<file path="config.mk">
export PLATFORM = sky130hd
export DESIGN_NAME = mode_reg_prog
export DESIGN_NICKNAME = d
export VERILOG_FILES = /design/src/rtl/mode_reg_pkg.sv /design/src/rtl/mode_reg_prog.sv
export SDC_FILE = /design/constraint.sdc
export NUM_CORES = 1
export LEC_CHECK = 0
export BUFFER_PORTS_ARGS = -buffer_cell sky130_fd_sc_hd__buf_2
export CORE_AREA = 2 2 76 78
export CTS_CLUSTER_SIZE = 28
export DETAILED_ROUTE_END_ITERATION = 12
export DIE_AREA = 0 0 78 80
export PLACE_DENSITY = 0.69
export SLEW_MARGIN = 40
export SYNTH_ARGS = -nofsm -noshare
export SYNTH_HDL_FRONTEND = slang
export SYNTH_SLANG_ARGS = --single-unit
</file>
<file path="constraint.sdc">
create_clock -name CLK_I -period 3.3 [get_ports CLK_I]
set_input_delay 0.66 -clock CLK_I [delete_from_list [all_inputs] [get_ports CLK_I]]
set_output_delay 0.66 -clock CLK_I [all_outputs]
set_load 0.05 [all_outputs]
</file>
<file path="src/rtl/mode_reg_pkg.sv">
// constants and types for the mode-register programming block
package mode_reg_pkg;
  // ==========================================================================
  // register widths and reset values
  localparam int ADDR_W = 15;
  localparam logic [14:0] MAIN_REG_RESET = 15'h0000;
  localparam logic [14:0] EXT1_REG_RESET = 15'h0000;
  // ==========================================================================
  // target register select on the bank bits
  localparam logic [2:0] SEL_MAIN = 3'h0;
  localparam logic [2:0] SEL_EXT1 = 3'h1;
  localparam logic [2:0] SEL_EXT2 = 3'h2;
  localparam logic [2:0] SEL_EXT3 = 3'h3;
  // ==========================================================================
  // main register field positions
  localparam int BL_LSB = 0;
  localparam int BT_BIT = 3;
  localparam int CL_LSB = 4;
  localparam int TM_BIT = 7;
  localparam int DLLRST_BIT = 8;
  localparam int WR_LSB = 9;
  localparam logic [2:0] BL_CODE_4 = 3'h2;
  localparam logic [2:0] BL_CODE_8 = 3'h3;
  localparam logic [3:0] BEATS_4 = 4'h4;
  localparam logic [3:0] BEATS_8 = 4'h8;
  // ==========================================================================
  // extended register 1 field positions
  localparam int DLLDIS_BIT = 0;
  localparam int DRV_BIT = 1;
  localparam int RTT_LO_BIT = 2;
  localparam int AL_LSB = 3;
  localparam int RTT_HI_BIT = 6;
  localparam int CAL_LSB = 7;
  localparam int DQSN_BIT = 10;
  localparam int RDQS_BIT = 11;
  localparam int QOFF_BIT = 12;
  // ==========================================================================
  // timing: delay-locked loop settle time, in clocks
  localparam logic [7:0] DLL_LOCK_CYCLES = 8'hC8;
  localparam logic [7:0] CNT_ZERO = 8'h00;
  // ==========================================================================
  // enumerations
  typedef enum logic [2:0] {
    CAL_EXIT = 3'b000,
    CAL_DRIVE_HIGH = 3'b001,
    CAL_DRIVE_LOW = 3'b010,
    CAL_ADJUST = 3'b100,
    CAL_DEFAULT = 3'b111
  } cal_mode_t;
  typedef enum logic [1:0] {
    DLL_OFF = 2'b00,
    DLL_LOCKING = 2'b01,
    DLL_LOCKED = 2'b10
  } dll_state_t;
endpackage : mode_reg_pkg

</file>
<file path="src/rtl/mode_reg_prog.sv">
// mode-register command decode, field storage and delay-locked loop control
`timescale 1ns/1ps
module mode_reg_prog
  import mode_reg_pkg::*;
(
  input wire logic CLK_I,
  input wire logic RST_N_I,
  input wire logic CKE_I,
  input wire logic CS_N_I,
  input wire logic RAS_N_I,
  input wire logic CAS_N_I,
  input wire logic WE_N_I,
  input wire logic [2:0] BA_I,
  input wire logic [14:0] ADDR_I,
  output logic [14:0] MAIN_REG_O,
  output logic [14:0] EXT1_REG_O,
  output logic MAIN_VALID_O,
  output logic EXT1_VALID_O,
  output logic EXT2_WRITE_O,
  output logic EXT3_WRITE_O,
  output logic [3:0] BURST_BEATS_O,
  output logic BURST_RESERVED_O,
  output logic BURST_INTERLEAVE_O,
  output logic [2:0] CAS_LATENCY_O,
  output logic TEST_MODE_O,
  output logic [2:0] WRITE_RECOVERY_O,
  output logic DLL_ENABLE_O,
  output logic DLL_RESET_O,
  output logic DLL_LOCKED_O,
  output logic SELF_REFRESH_O,
  output logic DRIVE_REDUCED_O,
  output logic [1:0] TERM_SEL_O,
  output logic [2:0] ADD_LATENCY_O,
  output logic STROBE_N_DISABLE_O,
  output logic READ_STROBE_EN_O,
  output logic OUTPUT_DISABLE_O,
  output cal_mode_t CAL_MODE_O
);

  // ==========================================================================
  // command decode
  // command pins are sampled on the device clock, so no synchroniser is used
  function automatic logic is_write_cmd(input logic cs_n, input logic ras_n, input logic cas_n,
                                        input logic we_n);
    is_write_cmd = !cs_n && !ras_n && !cas_n && !we_n;
  endfunction : is_write_cmd

  logic write_cmd;
  logic main_wr;
  logic ext1_wr;
  logic refresh_cmd;
  assign write_cmd = is_write_cmd(CS_N_I, RAS_N_I, CAS_N_I, WE_N_I) && CKE_I;
  assign main_wr = write_cmd && (BA_I == SEL_MAIN);
  assign ext1_wr = write_cmd && (BA_I == SEL_EXT1);
  assign refresh_cmd = !CS_N_I && !RAS_N_I && !CAS_N_I && WE_N_I;

  // ==========================================================================
  // register storage
  // writes only change mode state; there is no path to the cell array
  logic [14:0] main_reg, main_next;
  logic [14:0] ext1_reg, ext1_next;
  logic main_valid_reg, main_valid_next;
  logic ext1_valid_reg, ext1_valid_next;
  logic ext2_wr_reg, ext2_wr_next;
  logic ext3_wr_reg, ext3_wr_next;

  always_comb begin
    main_next = main_reg;
    ext1_next = ext1_reg;
    main_valid_next = main_valid_reg;
    ext1_valid_next = ext1_valid_reg;
    if (main_wr) begin
      main_next = ADDR_I;
      main_valid_next = 1'b1;
    end
    if (ext1_wr) begin
      ext1_next = ADDR_I;
      ext1_valid_next = 1'b1;
    end
    ext2_wr_next = write_cmd && (BA_I == SEL_EXT2);
    ext3_wr_next = write_cmd && (BA_I == SEL_EXT3);
  end

  always_ff @(posedge CLK_I or negedge RST_N_I) begin
    if (!RST_N_I) begin
      main_reg <= MAIN_REG_RESET;
      ext1_reg <= EXT1_REG_RESET;
      main_valid_reg <= 1'b0;
      ext1_valid_reg <= 1'b0;
      ext2_wr_reg <= 1'b0;
      ext3_wr_reg <= 1'b0;
    end else begin
      main_reg <= main_next;
      ext1_reg <= ext1_next;
      main_valid_reg <= main_valid_next;
      ext1_valid_reg <= ext1_valid_next;
      ext2_wr_reg <= ext2_wr_next;
      ext3_wr_reg <= ext3_wr_next;
    end
  end

  // ==========================================================================
  // field decode
  logic [2:0] bl_code;
  assign bl_code = main_reg[BL_LSB+:3];
  always_comb begin
    case (bl_code)
      BL_CODE_4: BURST_BEATS_O = BEATS_4;
      BL_CODE_8: BURST_BEATS_O = BEATS_8;
      default: BURST_BEATS_O = BEATS_4;
    endcase
  end
  assign BURST_RESERVED_O = (bl_code != BL_CODE_4) && (bl_code != BL_CODE_8);
  assign BURST_INTERLEAVE_O = main_reg[BT_BIT];
  // latency is a whole-clock code; there is no half-clock bit to carry
  assign CAS_LATENCY_O = main_reg[CL_LSB+:3];
  assign TEST_MODE_O = main_reg[TM_BIT];
  assign WRITE_RECOVERY_O = main_reg[WR_LSB+:3];
  assign DRIVE_REDUCED_O = ext1_reg[DRV_BIT];
  assign TERM_SEL_O = {ext1_reg[RTT_HI_BIT], ext1_reg[RTT_LO_BIT]};
  assign ADD_LATENCY_O = ext1_reg[AL_LSB+:3];
  assign STROBE_N_DISABLE_O = ext1_reg[DQSN_BIT];
  assign READ_STROBE_EN_O = ext1_reg[RDQS_BIT];
  assign OUTPUT_DISABLE_O = ext1_reg[QOFF_BIT];
  always_comb begin
    case (ext1_reg[CAL_LSB+:3])
      3'h0: CAL_MODE_O = CAL_EXIT;
      3'h1: CAL_MODE_O = CAL_DRIVE_HIGH;
      3'h2: CAL_MODE_O = CAL_DRIVE_LOW;
      3'h4: CAL_MODE_O = CAL_ADJUST;
      3'h7: CAL_MODE_O = CAL_DEFAULT;
      default: CAL_MODE_O = CAL_EXIT;
    endcase
  end
  assign MAIN_REG_O = main_reg;
  assign EXT1_REG_O = ext1_reg;
  assign MAIN_VALID_O = main_valid_reg;
  assign EXT1_VALID_O = ext1_valid_reg;
  assign EXT2_WRITE_O = ext2_wr_reg;
  assign EXT3_WRITE_O = ext3_wr_reg;

  // ==========================================================================
  // self refresh and delay-locked loop control
  logic cke_reg, cke_next;
  logic sr_reg, sr_next;
  logic dll_rst_reg, dll_rst_next;
  dll_state_t dll_state_reg, dll_state_next;
  logic [7:0] lock_cnt_reg, lock_cnt_next;
  logic sr_entry;
  logic sr_exit;
  logic dll_want;

  assign sr_entry = !sr_reg && cke_reg && !CKE_I && refresh_cmd;
  assign sr_exit = sr_reg && CKE_I;
  // a fresh enable bit takes effect on the same edge that loads the register
  assign dll_want = ext1_next[DLLDIS_BIT] == 1'b0;

  always_comb begin
    cke_next = CKE_I;
    sr_next = sr_reg;
    if (sr_entry) begin
      sr_next = 1'b1;
    end else if (sr_exit) begin
      sr_next = 1'b0;
    end
    // exit from self refresh restarts the loop as if reset
    dll_rst_next = (main_wr && ADDR_I[DLLRST_BIT]) || sr_exit;
    dll_state_next = dll_state_reg;
    lock_cnt_next = lock_cnt_reg;
    if (!dll_want || sr_next) begin
      dll_state_next = DLL_OFF;
      lock_cnt_next = CNT_ZERO;
    end else if (dll_rst_next || dll_state_reg == DLL_OFF) begin
      dll_state_next = DLL_LOCKING;
      lock_cnt_next = CNT_ZERO;
    end else begin
      case (dll_state_reg)
        DLL_LOCKING: begin
          lock_cnt_next = lock_cnt_reg + 8'h01;
          if (lock_cnt_reg == DLL_LOCK_CYCLES - 8'h01) begin
            dll_state_next = DLL_LOCKED;
          end
        end
        DLL_LOCKED: dll_state_next = DLL_LOCKED;
        default: dll_state_next = DLL_OFF;
      endcase
    end
  end

  always_ff @(posedge CLK_I or negedge RST_N_I) begin
    if (!RST_N_I) begin
      cke_reg <= 1'b0;
      sr_reg <= 1'b0;
      dll_rst_reg <= 1'b0;
      dll_state_reg <= DLL_OFF;
      lock_cnt_reg <= CNT_ZERO;
    end else begin
      cke_reg <= cke_next;
      sr_reg <= sr_next;
      dll_rst_reg <= dll_rst_next;
      dll_state_reg <= dll_state_next;
      lock_cnt_reg <= lock_cnt_next;
    end
  end

  assign DLL_ENABLE_O = dll_state_reg != DLL_OFF;
  assign DLL_RESET_O = dll_rst_reg;
  assign DLL_LOCKED_O = dll_state_reg == DLL_LOCKED;
  assign SELF_REFRESH_O = sr_reg;

  // ==========================================================================
  // checks
  property p_main_load;
    @(posedge CLK_I) disable iff (!RST_N_I)
    main_wr |=> (MAIN_REG_O == $past(ADDR_I)) && MAIN_VALID_O;
  endproperty
  a_main_load: assert property (p_main_load) else $error("main register not loaded");

  property p_ext1_load;
    @(posedge CLK_I) disable iff (!RST_N_I)
    ext1_wr |=> EXT1_REG_O == $past(ADDR_I);
  endproperty
  a_ext1_load: assert property (p_ext1_load) else $error("ext1 register not loaded");

  property p_sel;
    @(posedge CLK_I) disable iff (!RST_N_I)
    (write_cmd && BA_I == SEL_EXT2) |=> EXT2_WRITE_O && !EXT3_WRITE_O && $stable(MAIN_REG_O);
  endproperty
  a_sel: assert property (p_sel) else $error("wrong target register");

  property p_burst;
    @(posedge CLK_I) disable iff (!RST_N_I)
    (MAIN_REG_O[2:0] == BL_CODE_8) |-> (BURST_BEATS_O == BEATS_8) && !BURST_RESERVED_O;
  endproperty
  a_burst: assert property (p_burst) else $error("burst length decode wrong");

  property p_dll_reset;
    @(posedge CLK_I) disable iff (!RST_N_I)
    (main_wr && ADDR_I[DLLRST_BIT]) |=> DLL_RESET_O ##1 !DLL_RESET_O [*1];
  endproperty
  a_dll_reset: assert property (p_dll_reset) else $error("loop reset not pulsed");

  property p_dll_disable;
    @(posedge CLK_I) disable iff (!RST_N_I)
    (ext1_wr && ADDR_I[DLLDIS_BIT]) |=> !DLL_ENABLE_O;
  endproperty
  a_dll_disable: assert property (p_dll_disable) else $error("loop still enabled");

  property p_sr_entry;
    @(posedge CLK_I) disable iff (!RST_N_I)
    sr_entry |=> !DLL_ENABLE_O && SELF_REFRESH_O;
  endproperty
  a_sr_entry: assert property (p_sr_entry) else $error("loop on in self refresh");

  property p_lock_wait;
    @(posedge CLK_I) disable iff (!RST_N_I)
    $rose(DLL_LOCKED_O) |-> $past(lock_cnt_reg) == DLL_LOCK_CYCLES - 8'h01;
  endproperty
  a_lock_wait: assert property (p_lock_wait) else $error("lock reported early");

  property p_term;
    @(posedge CLK_I) disable iff (!RST_N_I)
    ext1_wr |=> TERM_SEL_O == {$past(ADDR_I[6]), $past(ADDR_I[2])};
  endproperty
  a_term: assert property (p_term) else $error("termination select wrong");

endmodule : mode_reg_prog

</file>
* Word-level counts from Yosys, hierarchy flattened
Index checks and enable logic that the tools add are counted.
** Operators by class
- Shifts and indexed selects :: 0
- Equal/unequal tests :: 14
- Add/subtract/negate cells :: 1
- Order comparisons :: 0
- Multipliers :: 0
- Multiplexer cells :: 12
- Reductions and logical operators :: 28
- Bitwise gates (word level) :: 0
- Divide/modulo/power cells :: 0
** Operator list (count)
- two-way mux 8 bit :: 3
- logical AND 1 bit :: 15
- == test 3 x 2 -> 1 bit (second input constant) :: 4
- case mux 3 bit (4 select lines) :: 1
- adder 8 x 1 -> 8 bit (second input constant) :: 1
- == test 8 bit (second input constant) :: 1
- == test 3 x 1 -> 1 bit (second input constant) :: 2
- == test 3 bit (second input constant) :: 2
- logical NOT 1 bit :: 6
- two-way mux 2 bit :: 3
- inequality test 3 x 2 -> 1 bit (second input constant) :: 2
- two-way mux 4 bit :: 1
- inequality test 4 bit (second input constant) :: 1
- case mux 2 bit (2 select lines) :: 1
- logical NOT 3 bit :: 1
- logical OR 1 bit :: 3
- two-way mux 1 bit :: 3
- nonzero test 3 bit :: 1
- == test 2 x 1 -> 1 bit (second input constant) :: 1
- == test 2 bit (second input constant) :: 1
- logical NOT 2 bit :: 1
- nonzero test 2 bit :: 1
** Word-level totals
- Flip-flop bits (word level) :: 47
- Latch bits :: 0
- Output and inout bits :: 63
- Bits in writable memories :: 0
- Memories :: 0
- Logic and storage cells :: 67
- ROM bits :: 0
- Input port bits :: 25

* Longest topological paths before layout
Gate-level depths: netlist of run 1.
- Depth after elaboration :: 11
- Depth in mapped cells :: 7
- Depth with buffers taken out :: 6

* Least setup slack after synthesis of run 1
No wires, ideal clock.
- Path type :: register -> output
- From :: reg main_reg[1] (netlist: MAIN_REG_O[1])
- To :: out BURST_BEATS_O[3]
- Stages on the path, launching flop included :: 4
- Data arrival time :: 1.959 ns
- Path slack :: 0.681 ns
- Data required time :: 2.640 ns
- Path through :: dfrtp_1 > nand2b_1 > or2_2 > inv_1
** Between the ends
- Cells in the longest elaborated chain, start to end :: 2
** Ends and longest elaborated chain
- start: declaration :: RTL line mode_reg_prog.sv:60 : logic [14:0] main_reg, main_next;
- start signal: assignment :: RTL line mode_reg_prog.sv:93 : main_reg <= main_next;
- == test 3 x 2 -> 1 bit :: RTL line mode_reg_prog.sv:107 : case (bl_code)
- two-way mux 4 bit :: RTL line mode_reg_prog.sv:107
- end: declaration :: RTL line mode_reg_prog.sv:21 : output logic [3:0] BURST_BEATS_O,
No other way between the ends.

* Final worst setup path of run 1
- From :: reg main_reg[2] (netlist: MAIN_REG_O[2])
- To :: out BURST_BEATS_O[3]
Same word-level chain as after synthesis.

==> results.md, run 1 <==
Run status:
- The flow ran to the end, and the final reports show no timing, DRC or antenna violations.

Route:
- The residual DRC count is 0.
- The detail-routed net length per standard cell is between 10 and 15 um.
- The routed layout has 1491 vias.
- The violation count after the first detailed-route iteration is 54.
- The number of nets with antenna violations after routing is 0.
- The pre-antenna-repair detailed-routing pass consisted of 4 iterations.
- The total length of routed wires is between 4000 and 5000 um.
- In the routed layout, each cell is associated on average with a via count of roughly 4.7.

STA:
- The post-route minimum period is roughly 2100 ps.
- The slew at the pin closest to its max-slew limit is approximately 600 ps.
- The final hold violation count is 0.
- The number of failing setup endpoints in the final timing report is 0.
- The number of pins exceeding their max-slew limit in the final report is 0.
- The highest achievable clock rate is roughly 470 MHz.
- The headroom to the max-slew limit is 60.77%.
- Setup repair after global routing left no endpoint under its margin.
- Clock skew on the completed layout was measured at roughly 6.6 ps.
- After layout, the worst path uses 64.83% of the clock period.
- The setup TNS is 0 ps.

Logic synthesis:
- The synthesized design spends more area on one cell type than any other, namely sky130_fd_sc_hd__dfrtp_1.
- The synthesized design contains 0 enable-type register cells.
- Sorting the synthesized cells by area gives the leading types as sky130_fd_sc_hd__dfrtp_1, sky130_fd_sc_hd__mux2_2, sky130_fd_sc_hd__buf_4.
- After synthesis the netlist holds a flip-flop and latch count of 47.
- Yosys mapped the design onto 35 distinct sky130hd cell types.
- For this run, the register share of the synthesized area comes to a little over half.
- Yosys printed 0 warnings.
- The synthesized design devotes to its leading area cell type 53.62% of total area.
- Counting every instance in the synthesized netlist gives 170.
- The share of flip-flops with an asynchronous set or reset after synthesis is between 90% and 100%.
- In this run the mean area of a mapped cell was 12.90 sq um.
- The post-synth design cell area is 0.002193 sq mm.
- Among all flip-flop cells after synthesis, the most frequent one is sky130_fd_sc_hd__dfrtp_1.

Critical path:
- The required time at the worst-slack endpoint is between 2000 and 3000 ps.
- Counting cells, the worst reg-to-reg path comes to 5.
- The type of destination of the critical path is an output port.
- The worst setup path is launched from a flop.
- The arrival time of data at the critical path endpoint is about 1500 ps.
- The startpoint identified for the worst register-to-register timing path is lock_cnt_reg[0]$_DFFE_PN0P_.
- The register-to-register path setup slack is 1660 ps.
- The worst setup path is of the flop to output port kind.
- The highest fanout seen on the critical path is 3.
- The worst register-to-register path ends at dll_state_reg[0]$_DFFE_PN0P_.

Clock tree:
- The clock transition at the registers of the reported paths is roughly 90 ps.
- The post-cts sizing count is 0.
- Buffers added to address setup during post-CTS repair amount to 0.
- Clock tree synthesis selected as its root buffer the cell sky130_fd_sc_hd__clkbuf_8.
- For the worst-skew pair, the clock arrives at the later sink with an insertion delay of around 300 ps.
- The maximum root-to-sink buffer count is 2.
- The H-tree generated during clock tree synthesis spans 2 levels.
- TritonCTS built the clock tree.
- The cts-stage hold buffer count is 0.
- The sink count of the clock tree is 47.
- Counting the buffers created by CTS gives 5.

Placed design:
- Detailed placement ended at an HPWL of between 3000 and 4000 um.
- The count of input and output buffers is between 80 and 90.
- Once placement completed, the tool counted placed cells totaling just over 300.
- The post-placement cell area is 0.002545 sq mm.
- The routability congestion estimate is 0.7659.

Power:
- After layout, the design draws a total of 1551 uW.
- Power spread over the standard cell area amounts to just under 600 mW/mm^2.
- The peak supply drop is 0.3633 mV.
- Summed over all cells, the static leakage comes to ~0.0015 uW.

Floorplanning:
- In this run the count of I/O pins placed on the die edge is 88.
- The die extent in y is about 80 um.
- The floorplan step set the die width to between 70 and 80 um.
- The initial core utilization is roughly 40%.
- After floorplanning, the core was divided into 27 placement rows.
- The total core area is ~0.0054 sq mm.
- The die covers ~0.0062 sq mm.

GRT:
- The wire length of the first global-routing pass is roughly 6700 um.
- The initial antenna violation count is 0.
- The number of global-route vias before repair came to between 1k and 1.5k.
- Global routing consumed, over all layers together, 13.92% of the routing resources.
- Entering global routing, the biggest net connects 48 pins.
- The residual overflow from global routing is 0.

Finish:
- After routing the design area is 0.002630 sq mm.
- The repair_antennas step left the layout with diodes totalling 0.
- The area growth from synthesis to layout is 19.91%.
- In the final layout, the share of cells above drive strength 1 is between 50% and 60%.
- The final non-filler cell total is roughly 310.
- For this run, the post-layout net count is 270.

Run:
- The tool flagged a number of max-cap violations equal to 0.

Hold path:
- In this run the worst hold path is classified as input port to async pin.
[Yosys cell counts (2+ instances only)]
master                     count
sky130_fd_sc_hd__and2_1        3
sky130_fd_sc_hd__and3_1        2
sky130_fd_sc_hd__buf_4        19
sky130_fd_sc_hd__buf_6         2
sky130_fd_sc_hd__dfrtp_1      47
sky130_fd_sc_hd__ha_1          4
sky130_fd_sc_hd__inv_1         5
sky130_fd_sc_hd__mux2_2       20
sky130_fd_sc_hd__mux2_4        8
sky130_fd_sc_hd__mux2i_1       2
sky130_fd_sc_hd__nand2_1       9
sky130_fd_sc_hd__nand2_2       2
sky130_fd_sc_hd__nand2b_1      2
sky130_fd_sc_hd__nand3_1       2
sky130_fd_sc_hd__nand4_1       4
sky130_fd_sc_hd__nor2_1        2
sky130_fd_sc_hd__nor3_1       11
sky130_fd_sc_hd__xnor2_1       6
sky130_fd_sc_hd__xor2_1        4
[kinds of logic (layout without fill, tap and decap cells)]
logic type | after synthesis | in the layout | share of synthesized area (%)
adders and majority gates | 4 | 4 | 2.282
xor gates and xnor gates | 10 | 10 | 3.993
buffers and inverters | 27 | 98 | 8.614
DFF | 47 | 47 | 53.62
other | 1 | 2 | 0.1710
muxes | 30 | 30 | 16.66
AOI/OAI and AO/OA | 6 | 6 | 2.282
and+or+nand+nor | 45 | 45 | 12.38
[cell type report]
type / count / area [sq um]
sequential: 47 / 1176
clock buffer: 6 / 72.57
inverter: 5 / 18.77
timing repair buffer: 85 / 427.9
multi-input combinational: 97 / 832.0
fill: 503 / 2775
clock inverter: 2 / 12.51
tap: 72 / 90.09
[worst max-delay path: stages, from the launching register on]
cell and delay [ps]:
sky130_fd_sc_hd__dfrtp_1 390, sky130_fd_sc_hd__nand2b_1 170, sky130_fd_sc_hd__or2_2 300, sky130_fd_sc_hd__inv_1 60
sky130_fd_sc_hd__buf_2 260
[through the flow]
stage | utilization [%] | setup WS, ps | hold slack [ps]
after floorplan | - | 681.4 | 364.4
after global routing | 48.66 | 1082 | 400.7
after detailed placement | 47.08 | 1175 | 462.6
final | 48.66 | 1161 | 362.8
after CTS | 48.66 | 1111 | 375.0
after global placement | 47.04 | 1208 | 442.8
[power breakdown]
group	switching [uW]	internal, uW
clock network	184	148
registers	42.3	634
logic	390	153
[how the worst max path moves through the flow]
stage,start,end,slack (ps),cells after the start
floorplan,MAIN_REG_O[1]$_DFFE_PN0N_,BURST_BEATS_O[3],680,3
detailed placement,BA_I[0],MAIN_REG_O[7]$_DFFE_PN0N_,1170,4
global route,MAIN_REG_O[2]$_DFFE_PN0N_,BURST_BEATS_O[3],1080,4
CTS,MAIN_REG_O[2]$_DFFE_PN0N_,BURST_BEATS_O[3],1110,4
global placement,BA_I[0],MAIN_REG_O[5]$_DFFE_PN0N_,1210,4
finish,MAIN_REG_O[2]$_DFFE_PN0N_,BURST_BEATS_O[3],1160,4
[layer usage]
| layer | global-route usage [%] | vias up | part of all wire (%) |
|---|---|---|---|
| met3 | 4.299 | 5 | 7.1 |
| li1 | - | 708 | - |
| met4 | 4.211 | 0 | 1.1 |
| met5 | 0 | - | 0 |
| met1 | 18.58 | 726 | 43 |
| met2 | 21.81 | 52 | 48 |
[cell usage in the layout (no fill, tap or decap), drive strengths merged, types with 3 or more instances in the layout]
cell type / count
buf: 85
dfrtp: 47
mux2: 28
inv: 5
ha: 4
and2: 3
clkbuf: 6
xnor2: 6
xor2: 4
nor3: 11
nand4: 4
nand2: 11
Note: power is estimated with default switching activity, not from simulation.
==> run 2: changes to the inputs <==
PLACE_DENSITY = 0.72   (was 0.69)
clock period = 1.8 ns   (was 3.3 ns; I/O delays follow)
==> run 2 against run 1 <==
Against the previous run: clock skew grew 1.2 ps; hold slack lost 59 ps; routed wire length grew 1.3%; power grew 90%; sequential cell count is the same; setup slack lost 1100 ps; die area is the same; cell area grew 4.2%.
==> results.md, run 2 (synthesis gave the netlist of run 1 again) <==
Power:
- The peak supply drop came to 0.7728 mV (+110%).
- The power per cell area is 1073 mW/mm^2 (+82%).
- The leakage power figure is 0.001538 uW (+2.5%).

Route:
- The average via count per standard cell came to 4.667 (-1.7%).
- The detail-routed net length per standard cell is 13.10 um (-0.96%).
- The violation count after the first detailed-route iteration came to 22 (-59%).
- The length of the first detailed-routing pass in iterations came to 3 (-1).
- The total length of routed wires is 4204 um (+1.3%).
- The number of nets with antenna violations after routing is 0 (unchanged).
- The vias after detailed routing is 1498 (+0.47%).
- The residual DRC count came to 0 (unchanged).

STA:
- The smallest hold slack is 304.0 ps (-58.88 ps).
- The number of pins exceeding their max-slew limit in the final report is 0 (unchanged).
- The number of failing setup endpoints in the final timing report is 0 (unchanged).
- The highest achievable clock rate is 581.7 MHz.
- The headroom to the max-slew limit was 67.23% (+6.5 points).
- Of the available clock period, the critical path in the final layout requires 95.51%.
- The setup TNS is 0 ps (unchanged).
- The slew at the pin closest to its max-slew limit is 487.1 ps (-101.4 ps).
- The worst-case clock skew is 7.770 ps (+1.210 ps).
- The final hold violation count is 0 (unchanged).
- Setup repair after global routing left no endpoint under its margin.
- The worst path needs ~1700 ps of the cycle, external delays included.

Finish:
- The area growth from synthesis to layout is 24.93%.
- The share of layout cells above drive strength 1 is 55.42% (+2.9 points).
- The number of diodes came to 0 (unchanged).
- The count of nets after finishing is 277 (+2.6%).
- The library cell used most frequently in the layout, excluding fill and tap cells, is sky130_fd_sc_hd__buf_2.
- In the layout the commonest cells are sky130_fd_sc_hd__buf_2, sky130_fd_sc_hd__dfrtp_1, sky130_fd_sc_hd__mux2_2.

Critical path:
- The worst setup path is captured at an output port.
- The required time at the worst-slack endpoint is 1440 ps (-1200 ps).
- The highest fanout seen on the critical path is 3 (unchanged).
- The startpoint kind of the worst setup timing path is a flop.
- The critical path in this run is classified as flop to output port.
- The arrival time of data at the critical path endpoint is 1360 ps (-120 ps).

Floorplanning:
- The die extent in y is 80 um (unchanged).
- The die extent in x is 78 um (unchanged).
- The I/O pin total is 88 (unchanged).
- The area of the die came to 0.006240 sq mm (unchanged).
- The total core area is 0.005405 sq mm (unchanged).
- The floorplan row count was 27 (unchanged).
- The initial core utilization is 40.58% (unchanged).

Placed design:
- The HPWL after detailed placement is 3123 um (+1.9%).
- The count of input and output buffers came to 85 (unchanged).
- The routability congestion estimate is 0.7757 (+1.3%).

Clock tree:
- The number of CTS-inserted buffers is 5 (unchanged).
- The maximum root-to-sink buffer count is 2 (unchanged).
- The tree is rooted in a sky130_fd_sc_hd__clkbuf_8.
- The H-tree depth is 2 (unchanged).
- The sink count of the clock tree is 47 (unchanged).
- The clock transition at the registers of the reported paths is 90 ps (about the same).
- The clock tree from TritonCTS is done.
- The post-CTS setup repair buffer count is 0 (unchanged).
- The clock insertion delay at the later pin of the skew report is 290 ps (about the same).

Hold path:
- The path type of the worst min-delay path is input port to flop.

GRT:
- The met1 track demand over resource is 18.98% (+0.40 points).
- The met3 usage is 4.299% (unchanged).
- The number of global-route vias before repair was 1472 (+9.2%).
- The busiest layer in global routing is met2.
- The residual overflow from global routing is 0 (unchanged).
- The met2 demand-to-capacity share in global routing is 24.05% (+2.2 points).
- The total track usage is 14.61% (+0.69 points).
- The initial antenna violation count is 0 (unchanged).
- The largest net degree at the start of global routing is 32 (-33%).
- The wire length of the first global-routing pass came to 7210 um (+7.1%).

Run status:
- The flow ran to the end, and the final reports show no timing, DRC or antenna violations.

Run:
- The reported max-cap violation count is 0 (unchanged).
-- run 2: power by group --
part / total [uW] / switching, uW / internal (uW)
logic: 1040 / 721 / 318
clock network: 657 / 343 / 313
registers: 1240 / 81.1 / 1160
-- run 2: routing by layer --
layer	wire [um]	vias up
met5	0	-
met4	43	0
met3	316	6
met2	1986	56
met1	1857	712
li1	-	724
-- run 2: final timing paths --
| check | start | to | slack (ps) | cells after the start |
|---|---|---|---|---|
| min in group asynchronous | RST_N_I | EXT1_REG_O[11]$_DFFE_PN0N_ | 540 | 2 |
| setup reg to reg | lock_cnt_reg[0]$_DFFE_PN0P_ | dll_state_reg[1]$_DFFE_PN0P_ | 230 | 6 |
| setup / recovery | MAIN_REG_O[2]$_DFFE_PN0N_ | BURST_BEATS_O[3] | 80 | 4 |
| hold / removal | ADDR_I[3] | MAIN_REG_O[3]$_DFFE_PN0N_ | 300 | 2 |
| max in group asynchronous | RST_N_I | MAIN_REG_O[1]$_DFFE_PN0N_ | 760 | 3 |
| hold reg to reg | EXT1_VALID_O$_DFFE_PN0N_ | EXT1_VALID_O$_DFFE_PN0N_ | 470 | 1 |
-- run 2: cell type report --
type                    count  area, sq um
clock buffers               6        82.58
well taps                  72        90.09
clock inverters             2        16.27
flip-flops and latches     47         1179
inverters                   5        22.52
fillers                   481         2665
multi-input cells          97        842.1
repair buffers             92        508.0
-- run 2: metrics by stage --
step / util (%) / total power, uW / setup slack (ps) / cells / cell area [sq um]
2_1_floorplan: - / 2070 / 115.0 / 171 / 2213
3_3_place_gp: 48.63 / 2293 / 120.4 / 312 / 2629
3_5_place_dp: 48.63 / 2315 / 78.66 / 312 / 2629
4_1_cts: 50.65 / 2992 / 28.08 / 321 / 2738
5_1_grt: 50.69 / 3133 / 25.37 / 321 / 2740
6_report: 50.69 / 2940 / 80.86 / 321 / 2740
-- run 2: critical path, cell delays in order, from the launching register on --
cell                         delay, ps
sky130_fd_sc_hd__dfrtp_2           420
sky130_fd_sc_hd__nand2b_4          140
sky130_fd_sc_hd__or2_4             240
sky130_fd_sc_hd__clkinvlp_4         60
sky130_fd_sc_hd__clkbuf_4          210
-- run 2: timing repair --
| action | in CTS | in global routing |
|---|---|---|
| setup endpoints to repair | 0 | 1 |
| resized for setup | 0 | 1 |
| hold endpoints to repair | 16 | 0 |
| hold buffers | 1 | 0 |
==> run 3: changes to the inputs <==
==> constraint.sdc (replaced) <==
create_clock -name CLK_I -period 1.8 [get_ports CLK_I]
set_input_delay 0.36 -clock CLK_I [delete_from_list [all_inputs] [get_ports CLK_I]]
set_output_delay 0.36 -clock CLK_I [all_outputs]
set_load 0.02 [all_outputs]
==> run 3 against run 2 <==
Against the previous run: non-clock buffer count shrank 1; register-to-register slack about the same; highest routed layer unchanged; via count up 0.33%; utilization decreased by 0.97 points; hold slack lost 150 ps; setup slack improved by 39 ps; maximum frequency is 2.3% higher.
==> results.md, run 3 (synthesis gave the netlist of run 1 again) <==
STA:
- The final hold violation count is 0 (unchanged).
- The worst-case clock skew came to 4.508 ps (-3.262 ps).
- The portion of the clock cycle consumed by the worst path in the final layout is 93.34% (-2.2 points).
- The setup TNS is 0 ps (unchanged).
- The post-route minimum period was 1680 ps (-39.01 ps).
- The highest achievable clock rate was 595.2 MHz (+2.3%).
- Setup repair after global routing left no endpoint under its margin.
- The number of pins exceeding their max-slew limit in the final report is 0 (unchanged).
- The slew at the pin closest to its max-slew limit is 581.7 ps (+94.67 ps).
- The headroom to the max-slew limit was 61.22% (-6.0 points).
- The number of failing setup endpoints in the final timing report came to 0 (unchanged).

Route:
- The total length of routed wires is 4099 um (-2.5%).
- The length of the first detailed-routing pass in iterations is 2 (-1).
- The detailed router used layers up to and including met4.
- The violation count after the first detailed-route iteration was 54 (+150%).
- The residual DRC count is 0 (unchanged).
- The vias after detailed routing was 1503 (+0.33%).
- The detail-routed net length per standard cell is 12.85 um (-1.9%).
- The wire length on met3 is 292 um (-7.6%).
- The average via count per standard cell is 4.712 (+0.96%).
- The number of nets with antenna violations after routing came to 0 (unchanged).
- The post-route met1 wirelength came to 1852 um (-0.27%).
- The detailed-routed wire length on met2 is 1914 um (-3.6%).

Floorplanning:
- The I/O pin total was 88 (unchanged).
- The die extent in y is 80 um (unchanged).
- The total core area is 0.005405 sq mm (unchanged).
- The die extent in x is 78 um (unchanged).
- The area of the die is 0.006240 sq mm (unchanged).
- The floorplan row count was 27 (unchanged).
- The initial core utilization is 40.58% (unchanged).

Finish:
- The count of nets after finishing is 276 (-0.36%).
- The utilization after layout is 49.72% (-0.97 points).
- Leaving out fill and tap cells, the most frequent cells in the layout are sky130_fd_sc_hd__buf_2, sky130_fd_sc_hd__dfrtp_1, sky130_fd_sc_hd__mux2_2.
- The number of fill cells is 503 (+4.6%).
- The most frequent standard cell in the layout excluding fill and tap cells is sky130_fd_sc_hd__buf_2.
- Relative to the synthesized area, the layout overhead comes to 22.53%.
- The number of diodes came to 0 (unchanged).
- The share of layout cells above drive strength 1 is 53.85% (-1.6 points).

GRT:
- The largest net degree at the start of global routing is 48 (+50%).
- The initial antenna violation count is 0 (unchanged).
- The total track usage is 13.43% (-1.2 points).
- The wire length of the first global-routing pass is 6506 um (-9.8%).
- The number of global-route vias before repair is 1371 (-6.9%).
- The residual overflow from global routing is 0 (unchanged).

Critical path:
- The highest fanout seen on the critical path is 2 (-1).
- The worst setup path is launched from a flop.
- The arrival time of data at the critical path endpoint is 1320 ps (-40 ps).
- STA classifies the critical path endpoint as an output port.
- The required time at the worst-slack endpoint is 1440 ps (about the same).
- The kind of critical path is flop to output port.

Run:
- The reported max-cap violation count is 0 (unchanged).

Clock tree:
- The clock transition at the registers of the reported paths is 80 ps (about the same).
- TritonCTS built the clock tree.
- The clock insertion delay at the later pin of the skew report is 290 ps (about the same).
- The maximum root-to-sink buffer count is 2 (unchanged).
- The sink count of the clock tree is 47 (unchanged).
- The H-tree depth is 2 (unchanged).
- The cts-stage hold buffer count came to 0 (-1).
- The number of CTS-inserted buffers is 5 (unchanged).
- The cell at the root of the clock tree is sky130_fd_sc_hd__clkbuf_8.

Power:
- The peak supply drop is 0.7602 mV (-1.6%).
- The power per cell area is 971.3 mW/mm^2 (-9.5%).
- The leakage power figure is 0.001540 uW (+0.15%).

Placed design:
- The HPWL after detailed placement is 3070 um (-1.7%).
- The routability congestion estimate is 0.7843 (+1.1%).
- The count of input and output buffers is 85 (unchanged).

Run status:
- The run finished with clean final reports.

Hold path:
- In this run the worst hold path is classified as input port to async pin.
## run 3: cell types whose count changed in the layout (fill, tap and decap cells not counted), sizes merged
cell and delta:
dlygate4sd3 -1, buf +1, clkbuf -1, inv +1, clkinvlp -2
## run 3: metrics by stage
step	cells	setup slack (ps)	total power, uW	area (sq um)	hold WS (ps)
after floorplan	171	177.4	1776	2197	64.41
after global placement	311	126.3	1998	2592	450.9
after detailed placement	311	74.23	2013	2592	457.6
after CTS	318	44.38	2646	2680	167.0
after global routing	319	47.67	2769	2688	197.1
final	319	119.9	2610	2688	152.0
## run 3: area by class of cell
class / instances / area, sq um / area share, %
Inverter: 5 / 18.77 / 0.6983
Sequential cell: 47 / 1176 / 43.76
Clock buffer: 6 / 82.58 / 3.073
Tap cell: 72 / 90.09 / 3.352
Clock inverter: 1 / 5.005 / 0.1862
Multi-Input combinational cell: 97 / 832.0 / 30.96
Timing Repair Buffer: 91 / 483.0 / 17.97
## run 3: path summary, 6_finish.rpt
kind | startpoint | to | slack [ps] | depth (start not counted)
worst max-delay path | MAIN_REG_O[2]$_DFFE_PN0N_ | BURST_BEATS_O[3] | 120 | 4
max in group asynchronous | RST_N_I | lock_cnt_reg[7]$_DFFE_PN0P_ | 1250 | 2
worst max register to register | lock_cnt_reg[0]$_DFFE_PN0P_ | dll_state_reg[1]$_DFFE_PN0P_ | 230 | 6
min in group CLK_I | CKE_I | cke_reg$_DFF_PN0_ | 260 | 1
worst min-delay path | RST_N_I | MAIN_REG_O[4]$_DFFE_PN0N_ | 150 | 2
worst min register to register | EXT1_VALID_O$_DFFE_PN0N_ | EXT1_VALID_O$_DFFE_PN0N_ | 470 | 1
## run 3: critical path, stage by stage (launching register included)
cell and delay (ps):
sky130_fd_sc_hd__dfrtp_1 380, sky130_fd_sc_hd__nand2b_1 160, sky130_fd_sc_hd__or2_2 290, sky130_fd_sc_hd__inv_1 50, sky130_fd_sc_hd__buf_2 150
## run 3: routing by layer
layer  global-route usage [%]  up-vias
met5                        0        -
met4                    4.035        0
met3                    4.186        5
met2                    21.64       55
met1                    17.42      723
li1                         -      720
## run 3: power by group
group / total (uW) / switching [uW] / internal (uW) / leakage [uW]
Clock: 621 / 320 / 301 / 0.0000470
Combinational: 752 / 441 / 311 / 0.000856
Sequential: 1240 / 75.5 / 1160 / 0.000637
## run 3: timing repair
item / in CTS / in global routing
setup endpoints to repair: 0 / 1
buffers inserted: 0 / 1
gates resized for setup: 0 / 0
